<file path="config.mk">
export PLATFORM = sky130hd
export DESIGN_NAME = dsc_core
export DESIGN_NICKNAME = d
export VERILOG_FILES = /design/src/hw/dsc_sync3.v /design/src/hw/dsc_core.v
export VERILOG_INCLUDE_DIRS = /design/src /design/src/hw
export SDC_FILE = /design/constraint.sdc
export NUM_CORES = 2
export LEC_CHECK = 0
export ABC_AREA = 1
export BUFFER_PORTS_ARGS = -buffer_cell sky130_fd_sc_hd__buf_2
export CAP_MARGIN = 20
export CORE_UTILIZATION = 45
export DETAILED_ROUTE_END_ITERATION = 7
export PLACE_DENSITY_LB_ADDON = 0.05
export SKIP_CTS_REPAIR_TIMING = 1
export SLEW_MARGIN = 20
export SYNTH_ARGS = -nofsm -noshare
export SYNTH_HDL_FRONTEND = slang
export SYNTH_SLANG_ARGS = --single-unit
export TNS_END_PERCENT = 30
</file>
<file path="constraint.sdc">
create_clock -name clock -period 3.2 [get_ports clock]
set_input_delay 0.16 -clock clock [delete_from_list [all_inputs] [get_ports clock]]
set_output_delay 0.16 -clock clock [all_outputs]
set_load 0.02 [all_outputs]
</file>
<file path="src/hw/dsc_defs.vh">
// constants for the dac serial update control block
`ifndef DSC_DEFS_VH
`define DSC_DEFS_VH

// ------------------------------------------------------------
// frame geometry
// ------------------------------------------------------------
`define DSC_FRAME_SHORT 6'd24
`define DSC_FRAME_LONG 6'd32
`define DSC_CNT_MAX 6'd63
`define DSC_CMD_HI 23
`define DSC_CMD_LO 20
`define DSC_ADDR_HI 19
`define DSC_ADDR_LO 16
`define DSC_DATA_HI 15
`define DSC_DATA_LO 0
`define DSC_SPAN_HI 2

// ------------------------------------------------------------
// command codes (table kept here so it can be swapped)
// ------------------------------------------------------------
`define DSC_CMD_WR_A 4'h0
`define DSC_CMD_WR_B 4'h1
`define DSC_CMD_UPD 4'h2
`define DSC_CMD_WR_A_UPD 4'h3
`define DSC_CMD_UPD_ALL 4'h4
`define DSC_CMD_SPAN 4'h6
`define DSC_CMD_TSEL 4'h7
`define DSC_CMD_PD 4'h8
`define DSC_CMD_PD_ALL 4'h9

// ------------------------------------------------------------
// reset values
// ------------------------------------------------------------
`define DSC_MIDSCALE 16'h8000
`define DSC_ZEROSCALE 16'h0000
`define DSC_MID_SEL_BIT 2
// sync vector: bit2 select, bit3 update, bit4 clear idle high
`define DSC_SYNC_INIT 9'h01c
`define DSC_SYNC_W 9

// ------------------------------------------------------------
// timing
// ------------------------------------------------------------
// cycles the cleared state is held after reset while synchronisers fill
`define DSC_INIT_CYCLES 3'd5

`endif

</file>
<file path="src/hw/dsc_sync3.v">
// three-stage pin synchroniser with agreement filter
`timescale 1ns/100ps
`include "dsc_defs.vh"

module dsc_sync3 #(
    parameter W = 9,
    parameter [W-1:0] INIT = {W{1'b0}}
) (
    // clock and reset
    input wire clock,
    input wire resetn,
    // asynchronous pins
    input wire [W-1:0] d,
    // filtered levels
    output wire [W-1:0] q
);

reg [W-1:0] s1_ff;
reg [W-1:0] s2_ff;
reg [W-1:0] s3_ff;
reg [W-1:0] q_ff;
reg [W-1:0] nxt_q;
integer i;

// ------------------------------------------------------------
// stages
// ------------------------------------------------------------
// first stage is read only by the second; filter looks at 2 and 3
always @(posedge clock) begin
    if (!resetn) begin
        s1_ff <= INIT;
        s2_ff <= INIT;
        s3_ff <= INIT;
        q_ff <= INIT;
    end else begin
        s1_ff <= d;
        s2_ff <= s1_ff;
        s3_ff <= s2_ff;
        q_ff <= nxt_q;
    end
end

// a change is taken only once stages two and three agree
always @* begin
    nxt_q = q_ff;
    for (i = 0; i < W; i = i + 1) begin
        if (s2_ff[i] == s3_ff[i]) begin
            nxt_q[i] = s3_ff[i];
        end
    end
end

assign q = q_ff;

endmodule

</file>
<file path="src/hw/dsc_core.v">
// serial port, update, toggle and clear control of a sixteen-channel dac
`timescale 1ns/100ps
`include "dsc_defs.vh"


module dsc_core (
    // clock and reset
    input wire clock,
    input wire resetn,
    // serial port
    input wire select_load_n,
    input wire sck,
    input wire sdi,
    output wire sdo_out,
    output wire sdo_oe_n,
    // asynchronous control pins
    input wire async_update_n,
    input wire toggle_pin,
    input wire async_clear_n,
    // hardwired span pins
    input wire span_select_bit0,
    input wire span_select_bit1,
    input wire span_select_bit2,
    // channel state towards the converters
    output wire [255:0] dac_code_flat,
    output wire [47:0] span_flat,
    output wire [15:0] power_down,
    output wire [15:0] toggle_select
);

// ------------------------------------------------------------
// helpers
// ------------------------------------------------------------
// reset code picked by the span pins
function [15:0] reset_code;
    input [2:0] span;
    begin
        if (span[`DSC_MID_SEL_BIT]) begin
            reset_code = `DSC_MIDSCALE;
        end else begin
            reset_code = `DSC_ZEROSCALE;
        end
    end
endfunction

// ------------------------------------------------------------
// pin synchronisation
// ------------------------------------------------------------
wire [`DSC_SYNC_W-1:0] pins_raw;
wire [`DSC_SYNC_W-1:0] pins;

assign pins_raw = {span_select_bit2, span_select_bit1, span_select_bit0, toggle_pin,
    async_clear_n, async_update_n, select_load_n, sdi, sck};

dsc_sync3 #(
    .W(`DSC_SYNC_W),
    .INIT(`DSC_SYNC_INIT)
) u_dsc_sync3 (
    .clock(clock),
    .resetn(resetn),
    .d(pins_raw),
    .q(pins)
);

wire sck_s;
wire sdi_s;
wire sel_s;
wire upd_s;
wire clr_s;
wire tog_s;
wire [2:0] span_pins;

assign sck_s = pins[0];
assign sdi_s = pins[1];
assign sel_s = pins[2];
assign upd_s = pins[3];
assign clr_s = pins[4];
assign tog_s = pins[5];
assign span_pins = pins[8:6];

// ------------------------------------------------------------
// edge detection
// ------------------------------------------------------------
reg sck_prev_ff;
reg sel_prev_ff;
reg upd_prev_ff;
reg tog_prev_ff;

// edges come from filtered levels, so one pin edge gives one pulse
always @(posedge clock) begin
    if (!resetn) begin
        sck_prev_ff <= 1'b0;
        sel_prev_ff <= 1'b1;
        upd_prev_ff <= 1'b1;
        tog_prev_ff <= 1'b0;
    end else begin
        sck_prev_ff <= sck_s;
        sel_prev_ff <= sel_s;
        upd_prev_ff <= upd_s;
        tog_prev_ff <= tog_s;
    end
end

wire sck_rise;
wire sck_fall;
wire sel_rise;
wire upd_fall;
wire tog_rise;
wire tog_fall;

assign sck_rise = sck_s & ~sck_prev_ff;
assign sck_fall = ~sck_s & sck_prev_ff;
assign sel_rise = sel_s & ~sel_prev_ff;
assign upd_fall = ~upd_s & upd_prev_ff;
assign tog_rise = tog_s & ~tog_prev_ff;
assign tog_fall = ~tog_s & tog_prev_ff;

// ------------------------------------------------------------
// start-up hold
// ------------------------------------------------------------
reg [2:0] init_ff;
wire init_done;
wire in_clr;

// keep the cleared state until the span pins have passed the synchroniser
always @(posedge clock) begin
    if (!resetn) begin
        init_ff <= 3'd0;
    end else if (!init_done) begin
        init_ff <= init_ff + 3'd1;
    end
end

assign init_done = (init_ff == `DSC_INIT_CYCLES);
assign in_clr = !resetn || !init_done || !clr_s;

// ------------------------------------------------------------
// serial shift register
// ------------------------------------------------------------
reg [31:0] sr_ff;
reg out_hold_ff;
reg sdo_ff;
reg [5:0] cnt_ff;

// sck is ignored whenever select is high
always @(posedge clock) begin
    if (!resetn) begin
        sr_ff <= 32'h00000000;
        out_hold_ff <= 1'b0;
        sdo_ff <= 1'b0;
        cnt_ff <= 6'd0;
    end else begin
        if (sel_s) begin
            cnt_ff <= 6'd0;
        end
        if (!sel_s && sck_rise) begin
            sr_ff <= {sr_ff[30:0], sdi_s};
            out_hold_ff <= sr_ff[31];
            if (cnt_ff != `DSC_CNT_MAX) begin
                cnt_ff <= cnt_ff + 6'd1;
            end
        end
        if (!sel_s && sck_fall) begin
            sdo_ff <= out_hold_ff;
        end
    end
end

assign sdo_out = sdo_ff;
assign sdo_oe_n = sel_s;

// ------------------------------------------------------------
// command decode
// ------------------------------------------------------------
wire exec;
wire [3:0] cmd;
wire [3:0] addr;
wire [15:0] data;

// frames of any other length are dropped to protect the registers
assign exec = sel_rise && ((cnt_ff == `DSC_FRAME_SHORT) ||
    (cnt_ff == `DSC_FRAME_LONG));
assign cmd = sr_ff[`DSC_CMD_HI:`DSC_CMD_LO];
assign addr = sr_ff[`DSC_ADDR_HI:`DSC_ADDR_LO];
assign data = sr_ff[`DSC_DATA_HI:`DSC_DATA_LO];

// ------------------------------------------------------------
// channel registers
// ------------------------------------------------------------
reg [15:0] in_a_ff [0:15];
reg [15:0] in_b_ff [0:15];
reg [15:0] dac_ff [0:15];
reg [2:0] span_ff [0:15];
reg [15:0] pd_ff;
reg [15:0] tsel_ff;
reg upd_pend_ff;
wire pin_update;
integer i;

// a pending pin update fires one cycle after select rises, so a write
// executed on that rise is already in the input register
assign pin_update = (upd_fall && sel_s) || (upd_pend_ff && sel_s && !sel_rise);

// later statements win, clear overrides everything
always @(posedge clock) begin
    if (in_clr) begin
        for (i = 0; i < 16; i = i + 1) begin
            in_a_ff[i] <= reset_code(span_pins);
            in_b_ff[i] <= reset_code(span_pins);
            dac_ff[i] <= reset_code(span_pins);
            span_ff[i] <= span_pins;
        end
        pd_ff <= 16'h0000;
        tsel_ff <= 16'h0000;
        upd_pend_ff <= 1'b0;
    end else begin
        if (exec) begin
            case (cmd)
                `DSC_CMD_WR_A: begin
                    in_a_ff[addr] <= data;
                end
                `DSC_CMD_WR_B: begin
                    in_b_ff[addr] <= data;
                end
                `DSC_CMD_UPD: begin
                    dac_ff[addr] <= in_a_ff[addr];
                    pd_ff[addr] <= 1'b0;
                end
                `DSC_CMD_WR_A_UPD: begin
                    in_a_ff[addr] <= data;
                    dac_ff[addr] <= data;
                    pd_ff[addr] <= 1'b0;
                end
                `DSC_CMD_UPD_ALL: begin
                    for (i = 0; i < 16; i = i + 1) begin
                        dac_ff[i] <= in_a_ff[i];
                    end
                    pd_ff <= 16'h0000;
                end
                `DSC_CMD_SPAN: begin
                    span_ff[addr] <= data[`DSC_SPAN_HI:0];
                end
                `DSC_CMD_TSEL: begin
                    tsel_ff <= data;
                end
                `DSC_CMD_PD: begin
                    if (upd_s) begin
                        pd_ff[addr] <= 1'b1;
                    end
                end
                `DSC_CMD_PD_ALL: begin
                    if (upd_s) begin
                        pd_ff <= 16'hffff;
                    end
                end
                default: begin
                end
            endcase
        end
        // deferred pin update waits for the command to finish
        if (upd_fall && !sel_s) begin
            upd_pend_ff <= 1'b1;
        end else if (pin_update) begin
            upd_pend_ff <= 1'b0;
        end
        if (pin_update) begin
            for (i = 0; i < 16; i = i + 1) begin
                dac_ff[i] <= in_a_ff[i];
            end
        end
        // toggle edges act only on selected channels
        if (tog_fall || tog_rise) begin
            for (i = 0; i < 16; i = i + 1) begin
                if (tsel_ff[i]) begin
                    dac_ff[i] <= tog_fall ? in_a_ff[i] : in_b_ff[i];
                end
            end
        end
        if (!upd_s) begin
            pd_ff <= 16'h0000;
        end
    end
end

// ------------------------------------------------------------
// flattened outputs
// ------------------------------------------------------------
genvar g;
generate
    for (g = 0; g < 16; g = g + 1) begin : g_flat
        assign dac_code_flat[16*g+15:16*g] = dac_ff[g];
        assign span_flat[3*g+2:3*g] = span_ff[g];
    end
endgenerate

assign power_down = pd_ff;
assign toggle_select = tsel_ff;

endmodule

</file>
==> summary by stage <==
Floorplanning
The initial utilization of the core area, before any placement, comes to 0.454. The floorplan row count is 112. The number of I/O pins is 349. The die is 309 um wide. The floorplan step defined a die boundary enclosing 0.0954 mm^2. The floorplan die height is 309 um. The area of the core is 0.0933 mm^2.

Timing
The number of endpoints with negative hold slack in the final report was 0. After routing, the total negative slack on setup checks comes to 0 ns. After layout, the minimum clock period comes to 3.09 ns. The setup violation total in the final timing report is 0. At the pin with the least slew margin, the transition time is 0.975 ns. The worst clock skew is 0.0426 ns. The peak clock frequency supported by timing is 0.324 GHz. The fraction of the cycle the final worst path needs is 0.964. The final number of max-transition violations is 0. Setup repair after global routing left no endpoint under its margin. The max-slew headroom at the worst pin is 0.346. The setup slack after layout is 0.115 ns.

Job
The number of maximum-capacitance violations is 0.

Global routing
The fraction of met1 tracks used by global routing is 0.481. The first global-routing pass estimated 226000 um of wire. The remaining global-route overflow is 0. The via count of the first global-routing pass was 31.8k. The number of antenna violations at the first check in global routing is 3. Across every metal layer, demand over resource in global routing totals 0.333. The met2 track demand over resource in global routing is 0.501. The layer flagged by global routing as most heavily used is met2. In the global route stage, met3 resource usage came out at 0.0658. The pin count of the biggest net entering global routing is 130.

Worst setup path
The largest incremental delay on the critical path is 0.38 ns. The destination of the worst register-to-register timing path is dac_ff[6][1]. For flop-to-flop paths, the worst setup slack is 0.11 ns. The data required time at the worst endpoint is 3.61 ns. The critical path starts at init_ff[0]. The biggest fanout along the worst timing path is 27. The capturing element type of the critical path is a register. The category of the most critical setup path is reg -> reg. The largest individual stage delay along the critical path comes from the cell sky130_fd_sc_hd__dfxtp_1. The startpoint identified for the worst register-to-register timing path is init_ff[0]. The worst reg-to-reg path cell count is 12.

The signal on the critical path passes through ha_1 -> nand2_2 -> nor2_8 -> nand3_2 -> nand3b_1 -> nor2_1 -> nand2_2 -> buf_12 -> buf_4 -> o21ai_4 -> buf_4 -> o21ai_0. The worst endpoint data arrival time is 3.50 ns. The kind of start point of the critical path is a register.

Clocking
Buffers inserted during clock tree synthesis total 101. The worst-case clock buffer depth is 3. TritonCTS built the clock tree. The clock-pin slew of the registers on the worst-case setup and hold paths is 0.06 ns.

The clock latency on the worst-skew pair is 0.71 ns. The clock sink total is 936. The H-tree generated during clock tree synthesis spans 3 levels. The clock root buffer is sky130_fd_sc_hd__clkbuf_16.

Yosys
The number of distinct library cells after synthesis is 44. The part of the Yosys area used for sequential elements is 0.635. Yosys mapped a number of flops with a built-in enable equal to 816. For this run, the number of Yosys warnings is 0. The synthesized net count is 4342. Synthesis produced 4326 cells.

The post-synthesis async set-or-reset flop share is 0. The total of flip-flops plus latches after synthesis is 936. The synthesized area is 0.0424 mm^2.

In the synthesized netlist the dominant register cell turns out to be sky130_fd_sc_hd__edfxtp_1. The post-synthesis average cell area is 9.79 um^2.

Layout
In the final layout, the share of cells above drive strength 1 is 0.180. 0 antenna diodes ended up in the layout. In the layout the commonest cells are sky130_fd_sc_hd__edfxtp_1, sky130_fd_sc_hd__nor2_1, sky130_fd_sc_hd__o21ai_0, sky130_fd_sc_hd__nand2_1, sky130_fd_sc_hd__inv_1. The area growth from synthesis to layout is 19.3%.

The final non-filler cell area is 0.0505 mm^2. The most common cell after layout, fill and taps aside is sky130_fd_sc_hd__edfxtp_1. The net count reported at finish is 4766.

Min path
The path with the worst hold slack has its endpoint at toggle_select[8]. The worst hold path begins at resetn. The class of the worst hold path is in -> reg. Counting instances, the worst hold path has a depth of 5.

Route
The detailed-router iteration count before antenna repair is 6. The count of nets left with antenna violations once routing finished came out at 0. The total routed wirelength is 161000 um. Dividing the detail-routed via count by the number of cells gives 5.71. The total via count after detailed routing is 34.8k.

In the final routed layout, each cell accounts on average for 26.4 um. The detailed router finished its first iteration with 4535 violations. In the routed design, unresolved DRC markers number 0.

Place
Summing all placed instances gives a cell area of 0.0471 mm^2. The number of buffers added on ports is 348. The final RePlAce weighted congestion is 0.950.

The pre-CTS setup slack is 0.0305 ns. Detailed placement finished with a half-perimeter wire length of 111000 um.

Power and ir drop
The reported leakage power is 19.7 nW. The worst IR drop on VDD is 0.000398 V. In this run the power density over the cells is 511 mW/mm^2.

Outcome
The run finished with clean final reports.
[kinds of logic (layout without fill, tap and decap cells)]
group / count (synthesis) / after routing / share of synthesized area
mux: 1 / 1 / 0.000236
buf+inv: 704 / 1215 / 0.0654
xor+xnor: 3 / 3 / 0.000620
simple gates: 1472 / 1472 / 0.146
compound gates: 1205 / 1205 / 0.151
flops: 936 / 936 / 0.635
fa+ha+maj: 5 / 5 / 0.00148
[area by class of cell]
cell class,instances,area (um^2)
clock buffer,133,2800
fill,8410,42800
tap,1254,1570
multi-input combinational,2686,12800
timing repair buffer,641,4530
inverter,384,1450
clock inverter,57,488
sequential,936,26900
[worst max-delay path by stage]
stage	end	slack, ns	cells past startpoint
2_1_floorplan	dac_ff[0][0]	0.30	15
4_1_cts	dac_ff[6][2]	0.02	12
6_report	dac_ff[6][1]	0.11	12
5_1_grt	dac_ff[9][5]	0.0009	13
3_3_place_gp	dac_ff[9][2]	0.06	12
3_5_place_dp	dac_ff[6][2]	0.03	12
[routing by layer]
metal | vias to the layer above | share of wire
li1 | 15700 | -
met1 | 16800 | 0.42
met2 | 1947 | 0.44
met3 | 268 | 0.11
met4 | 2 | 0.036
met5 | - | 0.00011
[where the power goes]
group          switching, mW  total (mW)  internal, mW
logic                  0.454       0.631         0.177
clock network           5.00        11.7          6.72
registers              0.111        13.5          13.4
[registers in the layout, summed over array words and instances (netlist names), 6 cells and up, named ones only]
register and flops:
toggle_select 16, u_dsc_sync3.s3_ff 9, span_ff 48, u_dsc_sync3.q 9, u_dsc_sync3.s1_ff 9, cnt_ff 6, dac_ff 256, u_dsc_sync3.s2_ff 9
in_a_ff 256, power_down 16, in_b_ff 256, sr_ff 32
[stage by stage]
stage | std cells | total power [mW] | hold slack [ns] | util
final | 6091 | 25.8 | 0.0158 | 0.542
after global routing | 6091 | 26.4 | 0.0720 | 0.542
after CTS | 6079 | 25.9 | -0.373 | 0.540
after detailed placement | 5889 | 14.4 | 0.346 | 0.505
after global placement | 5889 | 14.3 | 0.339 | 0.505
after floorplan | 4326 | 14.0 | 0.258 | -
[worst max-delay path, delay by kind of cell (launching register included)]
family	cells	cell delay (ns)
and+or+nand+nor	6	1.16
buffers and inverters	3	0.73
DFF	1	0.38
AOI/OAI and AO/OA	2	0.35
adders and majority gates	1	0.18
[synthesized netlist by cell type (37+ instances only)]
master / count / area [um^2]
sky130_fd_sc_hd__a21oi_1: 276 / 1380
sky130_fd_sc_hd__a31oi_1: 70 / 438
sky130_fd_sc_hd__buf_2: 47 / 235
sky130_fd_sc_hd__clkbuf_1: 252 / 946
sky130_fd_sc_hd__dfxtp_1: 120 / 2400
sky130_fd_sc_hd__edfxtp_1: 816 / 24500
sky130_fd_sc_hd__inv_1: 361 / 1360
sky130_fd_sc_hd__nand2_1: 569 / 2140
sky130_fd_sc_hd__nand3_1: 165 / 826
sky130_fd_sc_hd__nor2_1: 670 / 2510
sky130_fd_sc_hd__o211ai_1: 37 / 278
sky130_fd_sc_hd__o21ai_0: 587 / 2940
sky130_fd_sc_hd__o21ai_1: 177 / 886
No activity file was read; power rests on OpenSTA's default activity.
